File: config.mk
export PLATFORM = sky130hd
export DESIGN_NAME = jtag_boundary_scan_isp_port
export DESIGN_NICKNAME = d
export VERILOG_FILES = /design/src/include/jtag_pkg.sv /design/src/tap_fsm.sv /design/src/scan_cell.sv /design/src/jtag_boundary_scan_isp_port.sv
export SDC_FILE = /design/constraint.sdc
export NUM_CORES = 1
export LEC_CHECK = 0
export BUFFER_PORTS_ARGS = -buffer_cell sky130_fd_sc_hd__buf_2
export CAP_MARGIN = 30
export CORE_MARGIN = 3
export CORE_UTILIZATION = 60
export DETAILED_ROUTE_END_ITERATION = 8
export HOLD_SLACK_MARGIN = 0.02
export PLACE_DENSITY = 0.9
export SLEW_MARGIN = 20
export SYNTH_ARGS = -nofsm -noshare
export SYNTH_HDL_FRONTEND = slang
export SYNTH_SLANG_ARGS = --single-unit
File: constraint.sdc
create_clock -name core_clk -period 4 [get_ports core_clk]
set_input_delay 0.4 -clock core_clk [delete_from_list [all_inputs] [get_ports core_clk]]
set_output_delay 0.4 -clock core_clk [all_outputs]
set_load 0.01 [all_outputs]
File: src/include/jtag_pkg.sv
// Shared constants and types for the test access port and its scan chain.
// Assumes a single core clock domain; test pins arrive asynchronously.
`default_nettype none

package jtag_pkg;

   // Pin and cell counts
   localparam int NUM_IO = 68;
   localparam int NUM_IN = 4;
   localparam int NUM_PINS = NUM_IO + NUM_IN;
   localparam int NUM_MC = 64;
   localparam int NUM_CELLS = NUM_PINS + NUM_MC;
   localparam int IO_STAGES = 3;
   localparam int IO_UPDATES = 2;
   localparam int MC_STAGES = 1;
   localparam int MC_UPDATES = 0;

   // Test pin positions within the four-pin group
   localparam int PIN_TDI = 0;
   localparam int PIN_TMS = 1;
   localparam int PIN_TCK = 2;
   localparam int PIN_TDO = 3;

   // Instruction register
   localparam int IR_LEN = 4;
   localparam int ID_LEN = 32;
   localparam logic [IR_LEN-1:0] IR_EXTEST = 4'h0;
   localparam logic [IR_LEN-1:0] IR_SAMPLE = 4'h1;
   localparam logic [IR_LEN-1:0] IR_IDCODE = 4'h2;
   localparam logic [IR_LEN-1:0] IR_HIGHZ = 4'h3;
   localparam logic [IR_LEN-1:0] IR_BYPASS = 4'hf;
   localparam logic [IR_LEN-1:0] IR_CAPTURE = 4'h1;

   // Consecutive high-TMS rising edges that always reach reset
   localparam logic [2:0] TMS_RESET_RISES = 3'h5;

   // Register map (byte addresses)
   localparam logic [31:0] OFF_CTRL = 32'h0000_0000;
   localparam logic [31:0] OFF_STATUS = 32'h0000_0004;
   localparam int CTRL_EN_BIT = 0;
   localparam int CTRL_PU_BIT = 1;
   localparam logic [1:0] CTRL_RESET = 2'h3;
   localparam int STAT_IR_LSB = 4;

   // Controller states
   typedef enum logic [3:0] {
      TLR, RTI, SEL_DR, CAP_DR, SH_DR, EX1_DR, PA_DR, EX2_DR, UPD_DR,
      SEL_IR, CAP_IR, SH_IR, EX1_IR, PA_IR, EX2_IR, UPD_IR
   } tap_state_t;

   // Wishbone request and answer
   typedef struct packed {
      logic [31:0] adr;
      logic [31:0] dat;
      logic [3:0] sel;
      logic we;
      logic cyc;
      logic stb;
   } wb_req_t;

   typedef struct packed {
      logic ack;
      logic [31:0] dat;
   } wb_rsp_t;

   // Scan cell strobes, one core cycle each
   typedef struct packed {
      logic capture;
      logic shift;
      logic update;
   } scan_ctl_t;

endpackage

`default_nettype wire

File: src/tap_fsm.sv
// Sixteen-state test access port controller.
// Assumes tck_rise is a one-cycle core-clock pulse and tms is synchronised.
`default_nettype none

module tap_fsm
   import jtag_pkg::*;
(
   input wire logic core_clk,
   input wire logic arst_n,
   input wire logic hold_reset,
   input wire logic tck_rise,
   input wire logic tms,
   output tap_state_t state
);

   tap_state_t next_state;
   logic [2:0] ones_cnt;
   logic [2:0] next_ones_cnt;

   // Next state on each test clock rising edge
   always_comb begin
      next_state = state;
      next_ones_cnt = ones_cnt;
      if (hold_reset) begin
         next_state = TLR;
         next_ones_cnt = 3'h0;
      end else if (tck_rise) begin
         if (!tms) begin
            next_ones_cnt = 3'h0;
         end else if (ones_cnt != TMS_RESET_RISES) begin
            next_ones_cnt = ones_cnt + 3'h1;
         end
         unique case (state)
            TLR: next_state = tms ? TLR : RTI;
            RTI: next_state = tms ? SEL_DR : RTI;
            SEL_DR: next_state = tms ? SEL_IR : CAP_DR;
            CAP_DR: next_state = tms ? EX1_DR : SH_DR;
            SH_DR: next_state = tms ? EX1_DR : SH_DR;
            EX1_DR: next_state = tms ? UPD_DR : PA_DR;
            PA_DR: next_state = tms ? EX2_DR : PA_DR;
            EX2_DR: next_state = tms ? UPD_DR : SH_DR;
            UPD_DR: next_state = tms ? SEL_DR : RTI;
            SEL_IR: next_state = tms ? TLR : CAP_IR;
            CAP_IR: next_state = tms ? EX1_IR : SH_IR;
            SH_IR: next_state = tms ? EX1_IR : SH_IR;
            EX1_IR: next_state = tms ? UPD_IR : PA_IR;
            PA_IR: next_state = tms ? EX2_IR : PA_IR;
            EX2_IR: next_state = tms ? UPD_IR : SH_IR;
            UPD_IR: next_state = tms ? SEL_DR : RTI;
         endcase
      end
   end

   // Power-up reset forces the reset state
   always_ff @(posedge core_clk or negedge arst_n) begin
      if (!arst_n) begin
         state <= TLR;
         ones_cnt <= 3'h0;
      end else begin
         state <= next_state;
         ones_cnt <= next_ones_cnt;
      end
   end
endmodule

`default_nettype wire

File: src/scan_cell.sv
// Boundary scan cell: capture/shift stages and optional update stages.
// Assumes strobes in ctl are mutually exclusive core-clock pulses.
`default_nettype none

module scan_cell
   import jtag_pkg::*;
#(
   parameter int STAGES = IO_STAGES,
   parameter int UPDATES = IO_UPDATES
)
(
   input wire logic core_clk,
   input wire logic arst_n,
   input wire scan_ctl_t ctl,
   input wire logic scan_in,
   input wire logic [STAGES-1:0] func,
   output logic scan_out,
   output logic [1:0] upd
);

   logic [STAGES-1:0] stage;
   logic [STAGES-1:0] next_stage;
   logic [STAGES:0] link;

   assign link = {stage, scan_in};
   assign scan_out = stage[STAGES-1];

   // Capture live signals or shift one place toward scan_out
   always_comb begin
      next_stage = stage;
      if (ctl.capture) begin
         next_stage = func;
      end else if (ctl.shift) begin
         next_stage = link[STAGES-1:0];
      end
   end

   always_ff @(posedge core_clk or negedge arst_n) begin
      if (!arst_n) begin
         stage <= '0;
      end else begin
         stage <= next_stage;
      end
   end

   // I/O pin cells hold output data and enable; input pin and macrocell cells hold none
   if (UPDATES > 0) begin : g_upd
      logic [1:0] next_upd;
      always_comb begin
         next_upd = upd;
         if (ctl.update) begin
            next_upd = stage[2:1];
         end
      end
      always_ff @(posedge core_clk or negedge arst_n) begin
         if (!arst_n) begin
            upd <= '0;
         end else begin
            upd <= next_upd;
         end
      end
   end else begin : g_no_upd
      assign upd = 2'h0;
   end
endmodule

`default_nettype wire

File: src/jtag_boundary_scan_isp_port.sv
// Test access port with boundary scan chain and Wishbone control registers.
// Assumes test pins are asynchronous to core_clk and run far slower.
//
// Summary of operation
// - No test-reset pin; the controller resets at power-up.
// - Instructions are sample/preload, extest, bypass, idcode and highz only.
// - Each dedicated input and each I/O pin owns a boundary scan cell.
// - When the test port is disabled its four pins are plain user I/O.
// - Cells chain through capture stages from TDI to TDO.
// - Capture stages sample live signals, shift, and feed the update stages.
// - Capture, shift and update strobes come from the controller inside.
// - A cell has up to three capture stages and two update stages.
// - Pin cells and macrocell cells are two separate variants.
// - TMS and TDI pull-ups are a configuration option.
// - Programming uses the same four pins and standard serial protocol.
`default_nettype none

module jtag_boundary_scan_isp_port
   import jtag_pkg::*;
#(
   parameter logic [ID_LEN-1:0] ID_VALUE = 32'h0000_0001 // arbitrary identity value
)
(
   input wire logic core_clk,
   input wire logic arst_n,
   input wire wb_req_t wb_req,
   output wb_rsp_t wb_rsp,
   input wire logic [3:0] jtag_pin_in,
   output logic [3:0] jtag_pin_out,
   output logic [3:0] jtag_pin_oe,
   output logic pullup_en,
   output logic [3:0] user_jtag_in,
   input wire logic [3:0] user_jtag_out,
   input wire logic [3:0] user_jtag_oe,
   input wire logic [NUM_PINS-1:0] pin_in,
   input wire logic [NUM_IO-1:0] core_out,
   input wire logic [NUM_IO-1:0] core_oe,
   input wire logic [NUM_MC-1:0] mc_out,
   output logic [NUM_IO-1:0] io_out,
   output logic [NUM_IO-1:0] io_oe
);

   // Instruction decodes shared by several groups
   function automatic logic sel_bscan(input logic [IR_LEN-1:0] code);
      sel_bscan = (code == IR_EXTEST) || (code == IR_SAMPLE);
   endfunction

   function automatic logic sel_bypass(input logic [IR_LEN-1:0] code);
      sel_bypass = !sel_bscan(code) && (code != IR_IDCODE);
   endfunction

   function automatic logic addr_is(input logic [31:0] adr, input logic [31:0] off);
      addr_is = (adr == off);
   endfunction

   logic [3:0] jp_s1, jp_s2;
   logic tck_d;
   logic [NUM_PINS-1:0] pin_s1, pin_s2;
   logic [1:0] ctrl, next_ctrl;
   wb_rsp_t next_wb_rsp;
   tap_state_t state;
   logic [IR_LEN-1:0] ir, next_ir, ir_shift, next_ir_shift;
   logic [ID_LEN-1:0] id_shift, next_id_shift;
   logic bypass_bit, next_bypass_bit;
   logic tdo, next_tdo, tdo_oe, next_tdo_oe;
   logic [3:0] next_jp_out, next_jp_oe;
   logic [NUM_IO-1:0] next_io_out, next_io_oe, upd_out, upd_oe;
   logic [NUM_CELLS:0] link;
   scan_ctl_t scan_ctl;
   logic en, tck_s, tms_s, tdi_s, tck_rise, tck_fall, dr_bscan;

   // Two-flop synchronisers for all pins, plus a TCK edge tap
   always_ff @(posedge core_clk or negedge arst_n) begin
      if (!arst_n) begin
         jp_s1 <= 4'h0;
         jp_s2 <= 4'h0;
         tck_d <= 1'b0;
         pin_s1 <= '0;
         pin_s2 <= '0;
      end else begin
         jp_s1 <= jtag_pin_in;
         jp_s2 <= jp_s1;
         tck_d <= jp_s2[PIN_TCK];
         pin_s1 <= pin_in;
         pin_s2 <= pin_s1;
      end
   end

   // Synchronised pin levels and TCK edge events
   assign en = ctrl[CTRL_EN_BIT];
   assign tck_s = jp_s2[PIN_TCK];
   assign tms_s = jp_s2[PIN_TMS];
   assign tdi_s = jp_s2[PIN_TDI];
   assign tck_rise = en && tck_s && !tck_d;
   assign tck_fall = en && !tck_s && tck_d;
   assign user_jtag_in = jp_s2;
   assign pullup_en = ctrl[CTRL_PU_BIT];

   // Controller; held in reset while the port is disabled
   tap_fsm u_tap (
      .core_clk(core_clk),
      .arst_n(arst_n),
      .hold_reset(!en),
      .tck_rise(tck_rise),
      .tms(tms_s),
      .state(state)
   );

   // Scan strobes generated from controller state
   assign dr_bscan = sel_bscan(ir);
   assign scan_ctl.capture = tck_rise && (state == CAP_DR) && dr_bscan;
   assign scan_ctl.shift = tck_rise && (state == SH_DR) && dr_bscan;
   assign scan_ctl.update = tck_fall && (state == UPD_DR) && dr_bscan;

   // Chain: TDI feeds the first pin cell, last macrocell cell feeds TDO
   assign link[0] = tdi_s;
   for (genvar k = 0; k < NUM_PINS; k++) begin : g_pin
      if (k < NUM_IO) begin : g_io
         scan_cell #(.STAGES(IO_STAGES), .UPDATES(IO_UPDATES)) u_cell (
            .core_clk(core_clk),
            .arst_n(arst_n),
            .ctl(scan_ctl),
            .scan_in(link[k]),
            .func({core_oe[k], core_out[k], pin_s2[k]}),
            .scan_out(link[k+1]),
            .upd({upd_oe[k], upd_out[k]})
         );
      end else begin : g_in
         scan_cell #(.STAGES(IO_STAGES), .UPDATES(MC_UPDATES)) u_cell (
            .core_clk(core_clk),
            .arst_n(arst_n),
            .ctl(scan_ctl),
            .scan_in(link[k]),
            .func({2'h0, pin_s2[k]}),
            .scan_out(link[k+1]),
            .upd()
         );
      end
   end
   for (genvar m = 0; m < NUM_MC; m++) begin : g_mc
      scan_cell #(.STAGES(MC_STAGES), .UPDATES(MC_UPDATES)) u_cell (
         .core_clk(core_clk),
         .arst_n(arst_n),
         .ctl(scan_ctl),
         .scan_in(link[NUM_PINS+m]),
         .func(mc_out[m]),
         .scan_out(link[NUM_PINS+m+1]),
         .upd()
      );
   end

   // Instruction, identity, bypass and TDO next values
   always_comb begin
      next_ir = ir;
      next_ir_shift = ir_shift;
      next_id_shift = id_shift;
      next_bypass_bit = bypass_bit;
      next_tdo = tdo;
      next_tdo_oe = tdo_oe;
      if (state == TLR) begin
         next_ir = IR_IDCODE;
      end
      if (tck_rise) begin
         if (state == CAP_IR) begin
            next_ir_shift = IR_CAPTURE;
         end else if (state == SH_IR) begin
            next_ir_shift = {tdi_s, ir_shift[IR_LEN-1:1]};
         end
         if (state == CAP_DR) begin
            next_id_shift = ID_VALUE;
            next_bypass_bit = 1'b0;
         end else if (state == SH_DR) begin
            next_id_shift = {tdi_s, id_shift[ID_LEN-1:1]};
            next_bypass_bit = tdi_s;
         end
      end
      if (tck_fall) begin
         if (state == UPD_IR) begin
            next_ir = ir_shift;
         end
         next_tdo_oe = (state == SH_DR) || (state == SH_IR);
         if (state == SH_IR) begin
            next_tdo = ir_shift[0];
         end else if (state == SH_DR) begin
            if (dr_bscan) begin
               next_tdo = link[NUM_CELLS];
            end else if (sel_bypass(ir)) begin
               next_tdo = bypass_bit;
            end else begin
               next_tdo = id_shift[0];
            end
         end
      end
      if (!en) begin
         next_tdo_oe = 1'b0;
      end
   end

   always_ff @(posedge core_clk or negedge arst_n) begin
      if (!arst_n) begin
         ir <= IR_IDCODE;
         ir_shift <= '0;
         id_shift <= '0;
         bypass_bit <= 1'b0;
         tdo <= 1'b0;
         tdo_oe <= 1'b0;
      end else begin
         ir <= next_ir;
         ir_shift <= next_ir_shift;
         id_shift <= next_id_shift;
         bypass_bit <= next_bypass_bit;
         tdo <= next_tdo;
         tdo_oe <= next_tdo_oe;
      end
   end

   // Test pins or user I/O, and pin drive under test modes
   always_comb begin
      next_jp_out = user_jtag_out;
      next_jp_oe = user_jtag_oe;
      if (en) begin
         next_jp_out = 4'h0;
         next_jp_oe = 4'h0;
         next_jp_out[PIN_TDO] = tdo;
         next_jp_oe[PIN_TDO] = tdo_oe;
      end
      next_io_out = core_out;
      next_io_oe = core_oe;
      if (ir == IR_EXTEST) begin
         next_io_out = upd_out;
         next_io_oe = upd_oe;
      end else if (ir == IR_HIGHZ) begin
         next_io_oe = '0;
      end
   end

   always_ff @(posedge core_clk or negedge arst_n) begin
      if (!arst_n) begin
         jtag_pin_out <= 4'h0;
         jtag_pin_oe <= 4'h0;
         io_out <= '0;
         io_oe <= '0;
      end else begin
         jtag_pin_out <= next_jp_out;
         jtag_pin_oe <= next_jp_oe;
         io_out <= next_io_out;
         io_oe <= next_io_oe;
      end
   end

   // Wishbone slave: ack one cycle after request, write at the ack edge
   always_comb begin
      next_ctrl = ctrl;
      next_wb_rsp.ack = wb_req.cyc && wb_req.stb && !wb_rsp.ack;
      next_wb_rsp.dat = wb_rsp.dat;
      if (wb_req.cyc && wb_req.stb && wb_rsp.ack && wb_req.we && wb_req.sel[0]) begin
         if (addr_is(wb_req.adr, OFF_CTRL)) begin
            next_ctrl = wb_req.dat[1:0];
         end
      end
      if (next_wb_rsp.ack) begin
         if (addr_is(wb_req.adr, OFF_CTRL)) begin
            next_wb_rsp.dat = {30'h0, ctrl};
         end else if (addr_is(wb_req.adr, OFF_STATUS)) begin
            next_wb_rsp.dat = {24'h0, ir, 4'(state)};
         end else begin
            next_wb_rsp.dat = 32'h0;
         end
      end
   end

   always_ff @(posedge core_clk or negedge arst_n) begin
      if (!arst_n) begin
         ctrl <= CTRL_RESET;
         wb_rsp <= '0;
      end else begin
         ctrl <= next_ctrl;
         wb_rsp <= next_wb_rsp;
      end
   end
endmodule

`default_nettype wire

==> summary.md, run 1 <==
| Metric | Value |
|---|---|
| Status | `complete, no violations` |
| Vias/cell | `~6.4` |
| # port buffers | `~480` |
| Antenna violations before repair | `19` |
| Fmax | `326 MHz` |
| Setup TNS | `0 ns` |
| Hold Path End | `jtag_pin_out[3]$_DFF_PN0_` |
| Seq/Total Area, Yosys | `0.663` |
| Post-synthesis cell type count | `between 40 and 50` |
| Rel. slew slack | `0.370` |
| Post-DRT Antenna Nets | `0` |
| Worst skew pair latency | `between 0.6 and 0.7 ns` |
| Leak Pwr | `about 17 nW` |
| Clk sink count | `between 700 and 800` |
| Worst-Margin Slew | `0.945 ns` |
| FF+latch count, synth | `slightly below 800` |
| Die area | `51,100 µm²` |
| Worst Clk Skew | `0.0334 ns` |
| DRT iter0 DRCs | `approximately 3.0k` |
| Hold depth | `2` |
| Final setup vio count | `0` |
| Worst Reg-to-Reg Cells | `5` |
| Largest net degree at the start of global routing | `about 270` |
| Max Cap Viol | `0` |
| Pins Over Slew Limit | `0` |
| Area Growth Syn to Fin | `21.6%` |
| Nets | `roughly 3.3k` |
| FF-to-FF End | `g_mc[58].u_cell.scan_out$_DFFE_PN0P_` |
| RSZ-0062 raised after global routing | `no` |
| R2R Setup Slk | `roughly 0.94 ns` |
| Routed wire per std cell | `24.9 µm` |
| Via count | `around 24k` |
| Syn Std Cell Area | `roughly 29,000 µm²` |
| Crit-path slowest cell | `dfrtp_1` |
| Synth area leader | `dfrtp_1` |
| Crit path max-delay family | `compound AO/OA/AOI/OAI gates` |
| Post-synth ARST share | `1.00` |
| Period utilization | `0.766` |
| Core box area | `~48,000 µm²` |
| Post-synth EDFFs | `0` |
| Root buffer cell | `clkbuf_16` |
| Clock Tree Buf Depth | `3` |
| GRT Residual Overflow | `0` |
| Reg2reg start | `u_tap.state[2]$_DFFE_PN0P_` |
| Main synth FF type | `dfrtp_1` |
| Minimum clock period | `between 3 and 4 ns` |
| First-pass GRT wire length | `~140 mm` |
| Crit path max fanout | `200` |
| Peak supply drop | `0.000436 V` |
| Die Wd | `226 µm` |
| First-pass DRT Iterations | `7` |
| CP bufs+invs | `2` |
| Detailed Place HPWL | `just under 50 mm` |
| Synth area leaders | `dfrtp_1 (66%), mux2_2 (8.1%), nand2_1 (6.7%)` |
| RePlAce Congestion | `approximately 0.85` |
| CTS buffer count | `77` |
| Worst Path Required | `about 4.5 ns` |
| Final hold vios | `0` |
| Cells along the critical path | `or3b_1 > a2111o_2 > buf_12 > buf_16 > o21ai_1` |
| Avg Inst Size Synth | `around 12 µm²` |
| CP arrival | `between 3 and 4 ns` |
| Ys Warns | `0` |
| CTS tree | `yes` |
| Min-delay src | `user_jtag_out[3]` |
| Final wirelength | `about 92 mm` |
| Post-Synthesis Cells | `approximately 2.5k` |
| Drt drc | `0` |
| Min-Delay Path Class | `in -> reg` |
| Slowest cell delay on critical path | `~0.77 ns` |
| Clock transition at path regs | `approximately 0.07 ns` |
| Synth cell count leaders | `dfrtp_1 (767), nand2_1 (518), o22ai_1 (272)` |
| GR Util All Layers | `0.353` |
| Number of global-route vias before repair | `about 24k` |
| Pwr dens | `456 nW/µm²` |
| Kind of start point of the critical path | `flip-flop` |
| Hold slack | `roughly 0.043 ns` |
| Row cnt | `80` |
| Chip Height | `226 µm` |
| Initial Util | `0.609` |
| Layout cell share with drive strength beyond 1 | `0.286` |
| Crit Path Category | `reg -> reg` |
| IO Pins | `539` |
| Crit end category | `flip-flop` |
| # H-tree levels | `3` |
| Synth top area share | `0.661` |
| Count leader, synth | `dfrtp_1` |
cells in the final DEF, fill, tap and decap left out, types with 4 or more instances in the layout:
master	synthesis	layout
dlygate4sd3_1	0	100
dfrtp_1	767	767
a21oi_1	7	7
buf_12	0	17
nand4_1	5	5
nor4_1	9	9
nor2_1	8	7
mux2i_1	5	5
nor2b_1	10	10
clkbuf_8	0	13
bufinv_16	0	4
nand2_1	518	518
buf_4	30	23
o22ai_1	272	272
buf_2	47	480
nand3_1	8	7
clkbuf_1	103	17
diode_2	0	16
conb_1	1	24
clkinv_2	0	18
clkinvlp_4	0	4
mux2_2	209	209
inv_1	8	8
o21ai_1	200	200
nand3b_1	4	4
o31ai_1	9	9
o21ai_0	190	190
clkbuf_16	0	81
flip-flops by register name (all words and copies together) (netlist names), 4 cells and up:
register                 count
u_tap.state                  4
g_mc.u_cell.scan_out        64
jp_s1                        4
pin_s2                      72
pin_s1                      72
jtag_pin_oe                  4
io_oe                       68
ir_shift                     4
g_pin.g_io.u_cell.upd      136
ir                           4
io_out                      68
id_shift                    32
g_pin.g_in.u_cell.stage     12
wb_rsp                       9
g_pin.g_io.u_cell.stage    204
user_jtag_in                 4
jtag_pin_out                 4
per-layer routing:
layer / wire length (µm) / track usage / share of wire
met5: 81 / 0 / 0.00088
met4: 6260 / 0.204 / 0.068
met3: 9380 / 0.108 / 0.10
met2: 44200 / 0.576 / 0.48
met1: 31700 / 0.419 / 0.35
repair_timing:
item,4_1_cts,5_1_grt
hold endpoints to repair,189,1
gates resized for setup,0,0
hold buffers,99,1
buffers inserted,0,0
cell families after synthesis:
| logic type | after synthesis | synth area share |
|---|---|---|
| DFF | 770 | 0.663 |
| muxes | 214 | 0.0827 |
| buffers and inverters | 226 | 0.0417 |
| other | 1 | 0.000129 |
| xor gates and xnor gates | 1 | 0.000301 |
| and+or+nand+nor | 578 | 0.0795 |
| AOI/OAI and AO/OA | 688 | 0.132 |
area by class of cell:
cell class	instances	area (µm²)
sequential	770	19300
fill	2712	12400
multi-input combinational	1505	8700
timing repair buffer	622	3960
clock buffer	111	2270
tap	615	769
clock inverter	31	298
antenna	16	40.0
inverter	8	30.0
through the flow:
step	utilization	instance area, µm²	power [W]	std cells	worst slack (ns)
floorplan	-	29100	0.00826	2501	1.93
global placement	0.664	31700	0.00872	3419	1.30
detailed placement	0.664	31700	0.00873	3419	1.21
CTS	0.739	35300	0.0161	3660	1.06
global route	0.740	35300	0.0165	3673	0.870
finish	0.740	35300	0.0161	3678	0.935
power breakdown:
part | switching, W | leakage, nW | internal (W)
combinational | 0.000424 | 6.66 | 0.000290
clock | 0.00316 | 1.27 | 0.00424
sequential | 0.0000656 | 9.01 | 0.00794
worst max path at each step:
stage                     slack, ns                                         end                        from  depth (start not counted)
after global routing           0.87  g_pin[56].g_io.u_cell.stage[1]$_DFFE_PN0P_  u_tap.state[2]$_DFFE_PN0P_                          6
after global placement         1.30  g_pin[26].g_io.u_cell.stage[0]$_DFFE_PN0P_         ctrl[0]$_DFFE_PN1P_                          5
final                          0.94        g_mc[58].u_cell.scan_out$_DFFE_PN0P_  u_tap.state[2]$_DFFE_PN0P_                          5
after CTS                      1.06        g_mc[46].u_cell.scan_out$_DFFE_PN0P_         ctrl[0]$_DFFE_PN1P_                          5
after detailed placement       1.21  g_pin[26].g_io.u_cell.stage[2]$_DFFE_PN0P_         ctrl[0]$_DFFE_PN1P_                          5
after floorplan                1.93        g_mc[10].u_cell.scan_out$_DFFE_PN0P_  u_tap.state[1]$_DFFE_PN0P_                          9
Note: power is estimated with default switching activity, not from simulation.
==> run 2: changes to the inputs <==
--- a/config.mk
+++ b/config.mk
@@ -5,13 +5,14 @@
 export SDC_FILE = /design/constraint.sdc
 export NUM_CORES = 1
 export LEC_CHECK = 0
+export ABC_AREA = 1
 export BUFFER_PORTS_ARGS = -buffer_cell sky130_fd_sc_hd__buf_2
 export CAP_MARGIN = 30
 export CORE_MARGIN = 3
-export CORE_UTILIZATION = 60
+export CORE_UTILIZATION = 50
 export DETAILED_ROUTE_END_ITERATION = 8
 export HOLD_SLACK_MARGIN = 0.02
-export PLACE_DENSITY = 0.9
+export PLACE_DENSITY = 0.8
 export SLEW_MARGIN = 20
 export SYNTH_ARGS = -nofsm -noshare
 export SYNTH_HDL_FRONTEND = slang
==> constraint.sdc (replaced) <==
create_clock -name core_clk -period 2.8 [get_ports core_clk]
set_input_delay 0.28 -clock core_clk [delete_from_list [all_inputs] [get_ports core_clk]]
set_output_delay 0.28 -clock core_clk [all_outputs]
set_load 0.01 [all_outputs]
==> summary.md, run 2 <==
| Metric | Value |
|---|---|
| Crit end category | `flip-flop` |
| # H-tree levels | `3` |
| Hold slack | `approximately 0.046 ns` |
| Sequential Power Share | `0.482` |
| Antenna violations before repair | `10` |
| GRT Residual Overflow | `0` |
| Ys Warns | `0` |
| Hold Path End | `g_mc[0].u_cell.scan_out$_DFFE_PN0P_` |
| Seq/Total Area, Yosys | `0.637` |
| Reg with most FFs | `g_pin.g_io.u_cell.stage` |
| FF-to-FF End | `g_mc[48].u_cell.scan_out$_DFFE_PN0P_` |
| RSZ-0062 raised after global routing | `no` |
| Clock Tree Buf Depth | `3` |
| Most common cell after layout, fill and taps aside | `dfrtp_1` |
| Crit Path Category | `reg -> reg` |
| Leak Pwr | `just under 20 nW` |
| Pins Over Slew Limit | `0` |
| First-pass GRT wire length | `approximately 140 mm` |
| Row cnt | `a little under 90` |
| Max Cap Viol | `0` |
| Status | `complete, no violations` |
| Switching Fraction | `0.227` |
| Routed wire per std cell | `between 20 and 25 µm` |
| Reg2reg start | `ctrl[0]$_DFFE_PN1P_` |
| Die Wd | `roughly 250 µm` |
| Worst Path Required | `~3.3 ns` |
| Final setup vio count | `0` |
| Kind of start point of the critical path | `flip-flop` |
| Rel. slew slack | `0.513` |
| FF+latch count, synth | `between 700 and 800` |
| Nets | `about 4.1k` |
| Fmax | `between 400 and 500 MHz` |
| Synth area leader | `dfrtp_1` |
| Sw power | `approximately 0.0054 W` |
| IO Pins | `539` |
| Clk sink count | `770` |
| Syn Std Cell Area | `30,300 µm²` |
| M1 GR Usage | `0.353` |
| Avg Inst Size Synth | `10.1 µm²` |
| Via count | `~26k` |
| GRT busiest layer | `met2` |
| Cells along the critical path | `nand3_1 > clkinv_1 > nand2_1 > nor2_8 > buf_12 > buf_4 > o211ai_1 > o21ai_0` |
| Synth area leaders | `dfrtp_1 (63%), nand2_1 (8.0%), o21ai_0 (7.5%)` |
| Drt drc | `0` |
| Post-synthesis cell type count | `25` |
| Crit-path slowest cell | `dfstp_2` |
| GR Util All Layers | `0.286` |
| CP arrival | `between 2 and 3 ns` |
| CP bufs+invs | `3` |
| CTS buffer count | `between 80 and 90` |
| Final Cell Area | `about 39,000 µm²` |
| CTS tree | `yes` |
| Chip Height | `~250 µm` |
| M3 GR Usage | `0.0646` |
| Worst Reg-to-Reg Cells | `8` |
| Crit path max fanout | `64` |
| Vias/cell | `approximately 5.6` |
| Peak supply drop | `0.000570 V` |
| RePlAce Congestion | `~0.91` |
| Most frequent cells in the layout | `dfrtp_1 (767), nand2_1 (644), buf_2 (480), o21ai_0 (456), inv_1 (310)` |
| Post-synth ARST share | `1.00` |
| Core box area | `59,500 µm²` |
| Hold depth | `3` |
| Largest net degree at the start of global routing | `119` |
| Setup TNS | `0 ns` |
| Worst-Margin Slew | `slightly above 0.7 ns` |
| Worst setup path startpoint | `ctrl[0]$_DFFE_PN1P_` |
| Comb power frac | `0.052` |
| Pint | `approximately 0.018 W` |
| Post-Synthesis Cells | `roughly 3.0k` |
| DRT iter0 DRCs | `2,664` |
| Final hold vios | `0` |
| Die area | `between 60,000 and 70,000 µm²` |
| Area Growth Syn to Fin | `29.6%` |
| Synth cell count leaders | `dfrtp_1 (767), nand2_1 (646), o21ai_0 (456)` |
| Layout cell share with drive strength beyond 1 | `0.203` |
| Post-CTS setup buffers | `0` |
| Placed Area | `between 30,000 and 40,000 µm²` |
| Min-delay src | `mc_out[0]` |
| Count leader, synth | `dfrtp_1` |
| R2R Setup Slk | `about 0.37 ns` |
| Post-CTS Resized | `0` |
| # port buffers | `481` |
| Root buffer cell | `clkbuf_16` |
| First-pass DRT Iterations | `6` |
| Slowest cell delay on critical path | `~0.7 ns` |
| Clock transition at path regs | `roughly 0.06 ns` |
| Initial Util | `0.509` |
| Clock power frac | `0.465` |
| Number of global-route vias before repair | `between 20k and 30k` |
| Main synth FF type | `dfrtp_1` |
| Max reg flops | `204` |
| Final wirelength | `between 90 and 100 mm` |
| Largest registers | `g_pin.g_io.u_cell.stage (204), g_pin.g_io.u_cell.upd (136)` |
| Min-Delay Path Class | `in -> reg` |
| Crit path max-delay family | `flip-flops` |
| Pwr dens | `just over 600 nW/µm²` |
| Detailed Place HPWL | `slightly above 50 mm` |
| Placed insts | `between 4k and 5k` |
| Worst Clk Skew | `0.0280 ns` |
| Synth top area share | `0.634` |
| Minimum clock period | `2.43 ns` |
| Worst skew pair latency | `about 0.63 ns` |
| Period utilization | `0.868` |
| GR Util met2 | `0.483` |
| Post-synth EDFFs | `0` |
| Non-Filler Instances | `4,567` |
| Post-DRT Antenna Nets | `0` |
## run 2: what timing repair did
action                     in CTS  in global routing
setup endpoints to repair       0                  0
hold buffers                  287                  0
hold endpoints to repair      466                  0
## run 2: per-layer routing
metal | wire (µm) | share of wire
met2 | 45300 | 0.49
met4 | 4180 | 0.046
met1 | 33900 | 0.37
met3 | 8200 | 0.090
met5 | 10 | 0.00011
## run 2: worst reg2reg max path: stages, from the launching register on
cell	delay (ns)
dfstp_2	0.72
nand3_1	0.21
clkinv_1	0.09
nand2_1	0.15
nor2_8	0.17
buf_12	0.28
buf_4	0.42
o211ai_1	0.15
o21ai_0	0.15
## run 2: logic make-up (layout without fill, tap and decap cells)
group                  after synthesis  after routing  share of synthesized area
muxes                               68             68                     0.0253
and+or+nand+nor                    807            807                      0.102
DFF                                770            770                      0.637
buffers and inverters              530           1305                     0.0788
AOI/OAI and AO/OA                  809            809                      0.157
other                                1             35                   0.000124
## run 2: power groups by stage
stage	logic (W)	clock network, W	registers (W)
detailed placement	0.000874	0	0.0116
finish	0.00124	0.0110	0.0114
global placement	0.000866	0	0.0116
CTS	0.00120	0.0111	0.0114
floorplan	0.000154	0	0.0117
global route	0.00134	0.0116	0.0114
## run 2: cell type report
type / count / area (µm²)
clock inverter: 33 / 390
tap: 773 / 967
sequential: 770 / 19300
multi-input combinational: 1708 / 8730
timing repair buffer: 844 / 6290
inverter: 312 / 1170
clock buffer: 116 / 2360
antenna: 11 / 27.5
fill: 4048 / 20300
## run 2: how the worst max path moves through the flow
stage          cells past startpoint  slack [ns]                                          to
2_1_floorplan                      7        0.87                        io_out[39]$_DFF_PN0_
3_5_place_dp                       8        0.52   g_pin[8].g_io.u_cell.stage[2]$_DFFE_PN0P_
4_1_cts                           10        0.48                  u_tap.state[2]$_DFFE_PN0P_
6_report                           8        0.37        g_mc[48].u_cell.scan_out$_DFFE_PN0P_
5_1_grt                            9        0.25  g_pin[24].g_io.u_cell.stage[2]$_DFFE_PN0P_
3_3_place_gp                      10        0.58                  u_tap.state[2]$_DFFE_PN0P_
## run 2: stage by stage
| step | total power [W] | util | worst slack (ns) |
|---|---|---|---|
| after detailed placement | 0.0125 | 0.564 | 0.519 |
| after floorplan | 0.0118 | - | 0.866 |
| after global routing | 0.0244 | 0.659 | 0.248 |
| after CTS | 0.0237 | 0.659 | 0.476 |
| final | 0.0237 | 0.659 | 0.368 |
| after global placement | 0.0125 | 0.564 | 0.581 |
